`src/design/uer_pkg.sv`:
```
// Shared constants and types for the endpoint mode responder.
package uer_pkg;
  // ----------------------------------------
  // Endpoint mode codes
  // ----------------------------------------
  localparam logic [3:0] MODE_DISABLED = 4'h0;
  localparam logic [3:0] MODE_NAK_IN_OUT = 4'h1;
  localparam logic [3:0] MODE_STATUS_OUT = 4'h2;
  localparam logic [3:0] MODE_STALL_IN_OUT = 4'h3;
  localparam logic [3:0] MODE_STATUS_IN = 4'h6;
  localparam logic [3:0] MODE_NAK_OUT = 4'h8;
  localparam logic [3:0] MODE_ACK_OUT = 4'h9;
  localparam logic [3:0] MODE_ACK_OUT_STATUS_IN = 4'hb;
  localparam logic [3:0] MODE_NAK_IN = 4'hc;
  localparam logic [3:0] MODE_ACK_IN = 4'hd;
  localparam logic [3:0] MODE_ACK_IN_STATUS_OUT = 4'hf;
  // ----------------------------------------
  // Token and handshake encodings
  // ----------------------------------------
  localparam logic [1:0] PID_SETUP = 2'h0;
  localparam logic [1:0] PID_IN = 2'h1;
  localparam logic [1:0] PID_OUT = 2'h2;
  localparam logic [1:0] HS_ACK = 2'h0;
  localparam logic [1:0] HS_NAK = 2'h1;
  localparam logic [1:0] HS_STALL = 2'h2;
  // ----------------------------------------
  // Field positions and reset values
  // ----------------------------------------
  localparam int MODE_ACK_BIT = 4;
  localparam int MODE_OUT_BIT = 5;
  localparam int MODE_IN_BIT = 6;
  localparam int MODE_SETUP_BIT = 7;
  localparam int CNT_TOG_BIT = 7;
  localparam int CNT_VAL_BIT = 6;
  localparam int CFG_NAK_EN_BIT = 4;
  localparam logic [7:0] REG_RESET = 8'h00;
  // ----------------------------------------
  // Register offsets
  // ----------------------------------------
  localparam logic [7:0] ADDR_MODE_BASE = 8'h00;
  localparam logic [7:0] ADDR_CNT_BASE = 8'h10;
  localparam logic [7:0] ADDR_CFG = 8'h20;
  localparam logic [7:0] ADDR_BUF_BASE = 8'h40;
  // ----------------------------------------
  // Packet length limits
  // ----------------------------------------
  localparam logic [4:0] CTRL_MAX_LEN = 5'h0a;
  localparam logic [4:0] STATUS_LEN = 5'h02;
  typedef enum {ST_IDLE, ST_RX, ST_TXLOAD, ST_WAITACK} uer_state_e;
endpackage

```
`src/design/uer_responder.sv`:
```
// Endpoint mode responder of the bus interface engine, with its transmit FIFO.
// ----------------------------------------
// ----------------------------------------
//
// Added by the designer: the address map and the address-and-strobe port.
`timescale 1ns/1ps

// ----------------------------------------
// Shift-register FIFO; head and flags are flops.
// ----------------------------------------
module uer_fifo #(
  parameter int WIDTH = 8,
  parameter int DEPTH = 8
) (
  input wire logic mclk, // Device clock.
  input wire logic rst, // Asynchronous reset, active high.
  input wire logic in_valid, // Write request.
  output logic in_ready, // Room for one word.
  input wire logic [WIDTH-1:0] in_data, // Word to write.
  output logic out_valid, // Head word present.
  input wire logic out_ready, // Head word taken.
  output logic [WIDTH-1:0] out_data // Head word.
);
  localparam int CW = $clog2(DEPTH + 1);
  logic [WIDTH-1:0] mem [0:DEPTH-1]; // Entry 0 is the head.
  logic [CW-1:0] cnt; // Words held.
  logic push; // Word accepted this cycle.
  logic pop; // Word drained this cycle.
  logic [CW-1:0] next_cnt; // Fill after this cycle.

  assign push = in_valid && in_ready;
  assign pop = out_valid && out_ready;
  assign next_cnt = cnt + CW'(push) - CW'(pop);
  assign out_data = mem[0];

  // Count and flags move together.
  always_ff @(posedge mclk or posedge rst) begin
    if (rst) begin
      cnt <= '0;
      in_ready <= 1'b1;
      out_valid <= 1'b0;
    end else begin
      cnt <= next_cnt;
      in_ready <= (next_cnt != CW'(DEPTH));
      out_valid <= (next_cnt != '0);
    end
  end

  // Each entry shifts down on a pop and takes the new word at its slot.
  for (genvar i = 0; i < DEPTH; i++) begin : g_ent
    always_ff @(posedge mclk or posedge rst) begin
      if (rst) begin
        mem[i] <= '0;
      end else if (push && (CW'(i) == (pop ? cnt - CW'(1) : cnt))) begin
        mem[i] <= in_data;
      end else if (pop) begin
        mem[i] <= (i == DEPTH - 1) ? '0 : mem[(i + 1) % DEPTH];
      end
    end
  end
endmodule // uer_fifo

// ----------------------------------------
// Responder top
// ----------------------------------------
module uer_responder #(
  parameter int NUM_EP = 3,
  parameter logic [4:0] DATA_MAX_LEN = 5'h08,
  parameter int FIFO_DEPTH = 8
) (
  input wire logic mclk, // Device clock, 100 MHz.
  input wire logic rst, // Asynchronous reset, active high.
  input wire logic [7:0] reg_addr, // Register address.
  input wire logic [7:0] reg_wdata, // Register write data.
  input wire logic reg_wr, // Write strobe.
  input wire logic reg_rd, // Read strobe.
  output logic [7:0] reg_rdata, // Read data, one cycle after the strobe.
  input wire logic tok_valid, // Token received, one-cycle pulse.
  input wire logic [1:0] tok_pid, // Token kind.
  input wire logic [1:0] tok_ep, // Token endpoint.
  input wire logic rx_valid, // Data byte received.
  input wire logic [7:0] rx_data, // Received byte.
  input wire logic rx_end, // Data packet ended, pulse.
  input wire logic rx_ok, // Packet passed its checks.
  input wire logic rx_toggle, // Data toggle of the packet.
  input wire logic host_ack, // Host acknowledged our data.
  output logic hs_valid, // Send a handshake, pulse.
  output logic [1:0] hs_code, // Handshake kind.
  output logic tx_start, // Data packet begins, pulse.
  output logic [3:0] tx_len, // Bytes in that packet.
  output logic tx_toggle, // Data toggle of that packet.
  output logic tx_valid, // Transmit byte present.
  input wire logic tx_ready, // Transmitter took the byte.
  output logic [7:0] tx_data, // Transmit byte.
  output logic [NUM_EP-1:0] ep_event // Endpoint event, pulse.
);
  // ----------------------------------------
  // Storage
  // ----------------------------------------
  logic [7:0] mode_reg [0:NUM_EP-1]; // Status bits over mode code.
  logic [7:0] cnt_reg [0:NUM_EP-1]; // Toggle, valid, byte count.
  logic [7:0] buf_mem [0:NUM_EP-1][0:15]; // Packet bytes.
  logic [7:0] cfg_reg; // Stall bits low, NAK event enable.
  uer_pkg::uer_state_e state; // Transaction phase.
  logic [1:0] cur_ep; // Endpoint of the open transaction.
  logic [1:0] cur_pid; // Token of the open transaction.
  logic [4:0] rx_len; // Bytes seen, saturating.
  logic [3:0] tx_idx; // Next byte to queue.
  logic fifo_ready; // FIFO has room.

  // ----------------------------------------
  // Decision logic
  // ----------------------------------------
  logic [1:0] sel_ep; // Endpoint being judged.
  logic [3:0] m; // Its mode code.
  logic stall; // Its stall bit.
  logic ctl; // It is the control endpoint.
  logic good; // Packet valid and within size.
  logic in_tok; // IN token to judge now.
  logic pkt_end; // SETUP or OUT data complete.
  logic ack_in; // Host ACK for our data.
  logic act; // Endpoint state changes.
  logic hs_go; // Handshake to send.
  logic [1:0] hs_sel; // Handshake kind.
  logic mode_wr; // Mode code changes.
  logic [3:0] mode_new; // New mode code.
  logic [3:0] set_bits; // Setup, in, out, ack bits to set.
  logic cnt_wr; // Count register changes.
  logic [7:0] cnt_new; // New count register value.
  logic ev; // Raise endpoint event.
  logic tx_go; // Start a data packet.
  logic tx_zero; // That packet is zero length.

  assign in_tok = tok_valid && (tok_pid == uer_pkg::PID_IN) && (state != uer_pkg::ST_RX)
    && (state != uer_pkg::ST_TXLOAD);
  assign pkt_end = (state == uer_pkg::ST_RX) && rx_end;
  assign ack_in = (state == uer_pkg::ST_WAITACK) && host_ack;
  assign sel_ep = in_tok ? tok_ep : cur_ep;
  assign m = mode_reg[sel_ep][3:0];
  assign stall = cfg_reg[sel_ep];
  assign ctl = (sel_ep == 2'h0);
  assign good = rx_ok && (rx_len <= (ctl ? uer_pkg::CTRL_MAX_LEN : DATA_MAX_LEN));

  // One judgement per cycle: an IN token, a finished packet or a host ACK.
  always_comb begin
    act = 1'b0;
    hs_go = 1'b0;
    hs_sel = uer_pkg::HS_ACK;
    mode_wr = 1'b0;
    mode_new = m;
    set_bits = 4'h0;
    cnt_wr = 1'b0;
    cnt_new = {rx_toggle, 1'b1, 2'b00, rx_len[3:0]};
    ev = 1'b0;
    tx_go = 1'b0;
    tx_zero = 1'b0;
    if (in_tok) begin
      if (ctl) begin
        case (m)
          uer_pkg::MODE_STALL_IN_OUT: begin
            hs_go = 1'b1;
            hs_sel = uer_pkg::HS_STALL;
          end
          uer_pkg::MODE_STATUS_OUT: begin
            hs_go = 1'b1;
            hs_sel = uer_pkg::HS_STALL;
            mode_wr = 1'b1;
            mode_new = uer_pkg::MODE_STALL_IN_OUT;
            ev = 1'b1;
          end
          uer_pkg::MODE_NAK_IN_OUT: begin
            hs_go = 1'b1;
            hs_sel = uer_pkg::HS_NAK;
          end
          uer_pkg::MODE_ACK_OUT_STATUS_IN, uer_pkg::MODE_STATUS_IN: begin
            tx_go = 1'b1;
            tx_zero = 1'b1;
          end
          uer_pkg::MODE_ACK_IN_STATUS_OUT: tx_go = 1'b1;
          default: ;
        endcase
      end else if (m == uer_pkg::MODE_ACK_IN) begin
        hs_go = stall;
        hs_sel = uer_pkg::HS_STALL;
        tx_go = !stall;
      end else if (m == uer_pkg::MODE_NAK_IN) begin
        hs_go = 1'b1;
        hs_sel = uer_pkg::HS_NAK;
        ev = cfg_reg[uer_pkg::CFG_NAK_EN_BIT];
      end
    end else if (pkt_end && good) begin
      // Oversized or damaged packets fall through here and are ignored.
      if (cur_pid == uer_pkg::PID_SETUP) begin
        if (ctl && (m != uer_pkg::MODE_DISABLED)) begin
          hs_go = 1'b1;
          mode_wr = 1'b1;
          mode_new = uer_pkg::MODE_NAK_IN_OUT;
          set_bits = 4'h9;
          cnt_wr = 1'b1;
          ev = 1'b1;
        end
      end else if (ctl) begin
        case (m)
          uer_pkg::MODE_STALL_IN_OUT: begin
            hs_go = 1'b1;
            hs_sel = uer_pkg::HS_STALL;
          end
          uer_pkg::MODE_NAK_IN_OUT: begin
            hs_go = 1'b1;
            hs_sel = uer_pkg::HS_NAK;
          end
          uer_pkg::MODE_STATUS_OUT, uer_pkg::MODE_ACK_IN_STATUS_OUT: begin
            hs_go = 1'b1;
            ev = 1'b1;
            if (rx_len == uer_pkg::STATUS_LEN && rx_toggle) begin
              set_bits = 4'h3;
              cnt_wr = 1'b1;
              cnt_new = {1'b1, 1'b1, 2'b00, uer_pkg::STATUS_LEN[3:0]};
              mode_wr = 1'b1;
              mode_new = uer_pkg::MODE_STATUS_OUT;
            end else begin
              hs_sel = uer_pkg::HS_STALL;
              mode_wr = 1'b1;
              mode_new = uer_pkg::MODE_STALL_IN_OUT;
            end
          end
          uer_pkg::MODE_ACK_OUT_STATUS_IN: begin
            hs_go = 1'b1;
            set_bits = 4'h3;
            mode_wr = 1'b1;
            mode_new = uer_pkg::MODE_NAK_IN_OUT;
            cnt_wr = 1'b1;
            ev = 1'b1;
          end
          uer_pkg::MODE_STATUS_IN: begin
            hs_go = 1'b1;
            hs_sel = uer_pkg::HS_STALL;
            mode_wr = 1'b1;
            mode_new = uer_pkg::MODE_STALL_IN_OUT;
            ev = 1'b1;
          end
          default: ;
        endcase
      end else if (m == uer_pkg::MODE_ACK_OUT) begin
        hs_go = 1'b1;
        if (stall) begin
          hs_sel = uer_pkg::HS_STALL;
        end else begin
          set_bits = 4'h1;
          mode_wr = 1'b1;
          mode_new = uer_pkg::MODE_NAK_OUT;
          cnt_wr = 1'b1;
          ev = 1'b1;
        end
      end else if (m == uer_pkg::MODE_NAK_OUT) begin
        hs_go = 1'b1;
        hs_sel = uer_pkg::HS_NAK;
        ev = cfg_reg[uer_pkg::CFG_NAK_EN_BIT];
      end
    end else if (ack_in) begin
      if (ctl && (m == uer_pkg::MODE_ACK_OUT_STATUS_IN || m == uer_pkg::MODE_STATUS_IN
          || m == uer_pkg::MODE_ACK_IN_STATUS_OUT)) begin
        set_bits = 4'h5;
        mode_wr = 1'b1;
        mode_new = (m == uer_pkg::MODE_ACK_IN_STATUS_OUT) ? uer_pkg::MODE_NAK_IN_OUT
          : uer_pkg::MODE_STALL_IN_OUT;
        ev = 1'b1;
      end else if (!ctl && m == uer_pkg::MODE_ACK_IN) begin
        set_bits = 4'h1;
        mode_wr = 1'b1;
        mode_new = uer_pkg::MODE_NAK_IN;
        ev = 1'b1;
      end
    end
    act = mode_wr || cnt_wr || (set_bits != 4'h0);
  end

  // ----------------------------------------
  // Transaction sequencer
  // ----------------------------------------
  // A new token wins in ST_IDLE or ST_WAITACK only: a host that never ACKs our data simply moves on.
  always_ff @(posedge mclk or posedge rst) begin
    if (rst) begin
      state <= uer_pkg::ST_IDLE;
      cur_ep <= 2'h0;
      cur_pid <= uer_pkg::PID_SETUP;
      tx_idx <= 4'h0;
      tx_len <= 4'h0;
      tx_toggle <= 1'b0;
      tx_start <= 1'b0;
    end else begin
      tx_start <= tx_go;
      if (tx_go) begin
        tx_len <= tx_zero ? 4'h0 : cnt_reg[sel_ep][3:0];
        tx_toggle <= cnt_reg[sel_ep][uer_pkg::CNT_TOG_BIT];
        tx_idx <= 4'h0;
        cur_ep <= sel_ep;
        // An empty count must not wrap the byte index into sixteen bytes.
        state <= (tx_zero || cnt_reg[sel_ep][3:0] == 4'h0) ? uer_pkg::ST_WAITACK
          : uer_pkg::ST_TXLOAD;
      end else if (tok_valid && (state == uer_pkg::ST_IDLE || state == uer_pkg::ST_WAITACK)) begin
        cur_ep <= tok_ep;
        cur_pid <= tok_pid;
        state <= (tok_pid == uer_pkg::PID_IN) ? uer_pkg::ST_IDLE : uer_pkg::ST_RX;
      end else if (pkt_end || ack_in) begin
        state <= uer_pkg::ST_IDLE;
      end else if (state == uer_pkg::ST_TXLOAD && fifo_ready) begin
        tx_idx <= tx_idx + 4'h1;
        if (tx_idx + 4'h1 == tx_len) begin
          state <= uer_pkg::ST_WAITACK;
        end
      end
    end
  end

  // Received byte counter saturates so oversized packets stay oversized.
  always_ff @(posedge mclk or posedge rst) begin
    if (rst) begin
      rx_len <= 5'h00;
    end else if (tok_valid) begin
      rx_len <= 5'h00;
    end else if (state == uer_pkg::ST_RX && rx_valid && rx_len != 5'h1f) begin
      rx_len <= rx_len + 5'h01;
    end
  end

  // Handshake and event pulses.
  always_ff @(posedge mclk or posedge rst) begin
    if (rst) begin
      hs_valid <= 1'b0;
      hs_code <= uer_pkg::HS_ACK;
      ep_event <= '0;
    end else begin
      hs_valid <= hs_go;
      hs_code <= hs_sel;
      ep_event <= ev ? NUM_EP'(1) << sel_ep : '0;
    end
  end

  // ----------------------------------------
  // Endpoint registers and buffers
  // ----------------------------------------
  // firmware rewrites mode
  // Engine updates beat a same-cycle firmware write, so no event is lost.
  for (genvar e = 0; e < NUM_EP; e++) begin : g_ep
    always_ff @(posedge mclk or posedge rst) begin
      if (rst) begin
        mode_reg[e] <= uer_pkg::REG_RESET;
      end else if (act && sel_ep == 2'(e)) begin
        mode_reg[e] <= {mode_reg[e][7:4] | set_bits, mode_wr ? mode_new : mode_reg[e][3:0]};
      end else if (reg_wr && reg_addr == uer_pkg::ADDR_MODE_BASE + 8'(e)) begin
        mode_reg[e] <= reg_wdata;
      end
    end
    always_ff @(posedge mclk or posedge rst) begin
      if (rst) begin
        cnt_reg[e] <= uer_pkg::REG_RESET;
      end else if (cnt_wr && sel_ep == 2'(e)) begin
        cnt_reg[e] <= cnt_new;
      end else if (reg_wr && reg_addr == uer_pkg::ADDR_CNT_BASE + 8'(e)) begin
        cnt_reg[e] <= reg_wdata & 8'hcf;
      end
    end
    // Bytes land as they arrive; a rejected packet leaves junk behind.
    for (genvar b = 0; b < 16; b++) begin : g_byte
      always_ff @(posedge mclk or posedge rst) begin
        if (rst) begin
          buf_mem[e][b] <= uer_pkg::REG_RESET;
        end else if (state == uer_pkg::ST_RX && rx_valid && cur_ep == 2'(e)
            && rx_len == 5'(b)) begin
          buf_mem[e][b] <= rx_data;
        end else if (reg_wr && reg_addr == uer_pkg::ADDR_BUF_BASE + 8'(e * 16 + b)) begin
          buf_mem[e][b] <= reg_wdata;
        end
      end
    end
  end

  // Configuration: stall bits of the data endpoints (the control endpoint ignores its bit) and the NAK event enable.
  always_ff @(posedge mclk or posedge rst) begin
    if (rst) begin
      cfg_reg <= uer_pkg::REG_RESET;
    end else if (reg_wr && reg_addr == uer_pkg::ADDR_CFG) begin
      cfg_reg <= reg_wdata;
    end
  end

  // Read data stand one cycle after the strobe; unmapped reads give zero.
  always_ff @(posedge mclk or posedge rst) begin
    if (rst) begin
      reg_rdata <= 8'h00;
    end else if (!reg_rd) begin
      reg_rdata <= 8'h00;
    end else if (reg_addr >= uer_pkg::ADDR_BUF_BASE
        && reg_addr < uer_pkg::ADDR_BUF_BASE + 8'(NUM_EP * 16)) begin
      reg_rdata <= buf_mem[2'((reg_addr - uer_pkg::ADDR_BUF_BASE) >> 4)][reg_addr[3:0]];
    end else if (reg_addr >= uer_pkg::ADDR_MODE_BASE
        && reg_addr < uer_pkg::ADDR_MODE_BASE + 8'(NUM_EP)) begin
      reg_rdata <= mode_reg[2'(reg_addr - uer_pkg::ADDR_MODE_BASE)];
    end else if (reg_addr >= uer_pkg::ADDR_CNT_BASE
        && reg_addr < uer_pkg::ADDR_CNT_BASE + 8'(NUM_EP)) begin
      reg_rdata <= cnt_reg[2'(reg_addr - uer_pkg::ADDR_CNT_BASE)];
    end else if (reg_addr == uer_pkg::ADDR_CFG) begin
      reg_rdata <= cfg_reg;
    end else begin
      reg_rdata <= 8'h00;
    end
  end

  // ----------------------------------------
  // Transmit FIFO
  // ----------------------------------------
  // A stalled transmitter holds the sequencer in its loading phase.
  uer_fifo #(.WIDTH(8), .DEPTH(FIFO_DEPTH)) u_txq (
    .mclk(mclk),
    .rst(rst),
    .in_valid(state == uer_pkg::ST_TXLOAD),
    .in_ready(fifo_ready),
    .in_data(buf_mem[cur_ep][tx_idx]),
    .out_valid(tx_valid),
    .out_ready(tx_ready),
    .out_data(tx_data)
  );
endmodule // uer_responder

```
`config.mk`:
```
export PLATFORM = sky130hd
export DESIGN_NAME = uer_responder
export DESIGN_NICKNAME = d
export VERILOG_FILES = /design/src/design/uer_pkg.sv /design/src/design/uer_responder.sv
export SDC_FILE = /design/constraint.sdc
export NUM_CORES = 2
export LEC_CHECK = 0
export BUFFER_PORTS_ARGS = -buffer_cell sky130_fd_sc_hd__buf_4
export CORE_MARGIN = 2
export CORE_UTILIZATION = 45
export CTS_CLUSTER_DIAMETER = 100
export CTS_CLUSTER_SIZE = 28
export DETAILED_ROUTE_END_ITERATION = 10
export PLACE_DENSITY = 0.61
export SYNTH_ARGS = -nofsm -noshare
export SYNTH_HDL_FRONTEND = slang
export SYNTH_SLANG_ARGS = --single-unit
```
`constraint.sdc`:
```
create_clock -name mclk -period 17.48 [get_ports mclk]
set_input_delay 0.874 -clock mclk [delete_from_list [all_inputs] [get_ports mclk]]
set_output_delay 0.874 -clock mclk [all_outputs]
set_load 0.02 [all_outputs]
```
==> flow_summary.ini <==
[power]
peakVddDrop_mv = 0.08983
swShare = 0.4067
share_seq_of_total_power = 0.421
power_switching_uw = 1488
p_comb_frac = 0.338
power.internal_uw = 2170
power_leakage_uw = 0.01557
pwr-share-clk = 0.241
pwr_density_cell_mw_per_mm2 = 102.2

[drt]
wirelength_um = 121000
drt_iter0_drc = 3693
drt_first_pass_iters = 9
dr_total_vias = 29410
wire_per_inst_um = 25.90
drc = 0
vias_per_cell = 6.292
ant_nets = 0

[timing]
tns_ns = 0
fin_crit_sh = 0.2765
clock_skew_ns = 0.03216
min_period_ns = 4.833
finalHoldViolCount = 0
max_slew_margin = 0.2025
timing.hold.ws_ns = 0.3640
max_freq_mhz = 206.9
slew_violations = 0
worst_pin_slew_ns = 1.192
rsz0062_at_grt = no
finalSetupViolations = 0
setup_ws_ns = 12.65

[worst_setup_path]
critPathKind = reg -> reg
worstPathMaxFanout = 10
required_ns = 18.03
rr_worst_depth = 16
crit_path_end_kind = register
arrival_ns = 5.38
cp-start-kind = register

[min_path]
hp-class = in -> async

[global_route]
grt_pass1_wl_um = 183100
grt_remaining_overflow = 0
grt_pass1_vias = 27780
antenna_found_initial = 2
grt_max_degree = 166
gr-usage-all-layers = 0.3054

[placement]
dpl_cell_area_sq_mm = 0.03473
io_buffers = 67
dp.final_hpwl_um = 76710
gp_congestion = 0.9651
pre_cts_ws_ns = 12.37

[synthesis]
synth.area.top_cells = dfrtp_1, mux2i_1, a21oi_1
netlist_area_sq_mm = 0.03408
synth_nets = 3949
synth_edf_count = 0
post-synth-top-area-fraction = 0.3951
synth.distinct_cells = 90
synthCells = 3891
ys.flop_type = dfrtp_1
synthArstFlopShare = 1.000
synth-seq-area-share = 0.3958
ys_ff_latch = 539
ys_warn_count = 0
yosys.area.top_type = dfrtp_1
synth.avg_cell_area_sq_um = 8.758

[floorplanning]
core_sq_mm = 0.07470
die_area_sq_mm = 0.07794
ios = 68
die_h_um = 279.2
start_util = 0.4562
num_rows = 100
die_w_um = 279.2

[flow_run]
drv_cap = 0

[clock_network]
clock_path_buffers = 3
cts_resized = 0
cts_root_buffer = clkbuf_16
post_cts_buffers = 0
clk_pin_slew_ns = 0.11
clock-sinks = 539
numCtsBuffers = 29
clk_latency_ns = 0.66
h-tree-depth = 1
cts_tree = yes
ctsHoldBuffers = 0

[layout]
design_area_sq_mm = 0.03579
largest_register_ffs = 384
area_delta_synth_final_pct = 5.037
final_common_cell = mux2i_1
antennaDiodeCount = 0
final_nets = 3740
final_cell_mix = mux2i_1, a21oi_1, dfrtp_1
layout-drive-gt1-share = 0.07989

[outcome]
status = finished clean
## cell usage after synthesis (all sizes together) (28+ instances only)
cell type  count
mux2i        602
dfrtp        538
a21oi        536
nor2         515
nand2        418
o21ai        306
clkbuf       277
buf           73
a211oi        70
mux2          66
nand3         64
and2          56
o211ai        44
mux4          38
a221oi        30
inv           28
## path summary, 6_finish.rpt
path	endpoint	slack (ns)	start
max	mode_reg[5]$_DFFE_PP0P_	12.65	state[0]$_DFFE_PP0P_
min	cur_pid[1]$_DFFE_PP0P_	0.36	rst
max reg2reg	mode_reg[5]$_DFFE_PP0P_	12.65	state[0]$_DFFE_PP0P_
min reg2reg	tx_toggle$_DFFE_PP0P_	0.50	tx_toggle$_DFFE_PP0P_
max in group asynchronous	buf_mem[236]$_DFFE_PP0P_	14.67	rst
min in group mclk	rx_len[2]$_DFFE_PP0P_	0.43	tok_valid
## metrics by stage
stage               total power (uW)  std cells    util
global route                    3798       4674  0.4792
CTS                             3629       4674  0.4792
detailed placement              2755       4620  0.4649
floorplan                       2354       3891       -
global placement                2746       4620  0.4649
finish                          3658       4674  0.4792
## area by class of cell
class / instances / area (sq um)
fillers: 7193 / 38900
multi-input cells: 2972 / 19040
flip-flops and latches: 539 / 13500
well taps: 969 / 1212
repair buffers: 110 / 857.1
clock buffers: 33 / 770.7
clock inverters: 21 / 295.3
inverters: 30 / 120.1
## worst max-delay path: stages, from the launching register on
cell and delay (ns):
dfrtp_1 0.41, inv_1 0.06, ha_1 0.24, nor4bb_4 0.58
a21boi_0 0.23, nor2_1 0.59, inv_1 0.25, ha_1 0.34
nor2b_1 0.13, o21bai_1 0.09, a21boi_1 0.44, a41o_1 0.15
a21oi_1 0.05, and3_1 0.27, nor4_4 0.46, nor2_4 0.08
mux2_1 0.33
## logic make-up (layout without fill, tap and decap cells)
| family | Yosys count | count (layout) | synth area share |
|---|---|---|---|
| multiplexers | 706 | 706 | 0.2241 |
| AND/OR/NAND/NOR | 1153 | 1153 | 0.1437 |
| XOR/XNOR | 16 | 16 | 0.004112 |
| AO/OA/AOI/OAI | 1078 | 1078 | 0.1788 |
| flip-flops | 539 | 539 | 0.3958 |
| adder cells (fa/ha/maj) | 19 | 19 | 0.007196 |
| buffers and inverters | 380 | 194 | 0.04626 |
## power groups by stage
stage | sequential, uW | combinational (uW) | clock, uW
2_1_floorplan | 1490 | 860 | 0
3_3_place_gp | 1560 | 1190 | 0
3_5_place_dp | 1560 | 1200 | 0
4_1_cts | 1530 | 1200 | 893
5_1_grt | 1560 | 1310 | 933
6_report | 1540 | 1240 | 883
## routing by layer
metal	up-vias	GRT usage	wire length [um]
li1	13370	-	-
met1	14260	0.4342	51820
met2	1506	0.4571	52120
met3	272	0.05765	11350
met4	4	0.1239	5727
met5	-	0	28
Note: power is estimated with default switching activity, not from simulation.
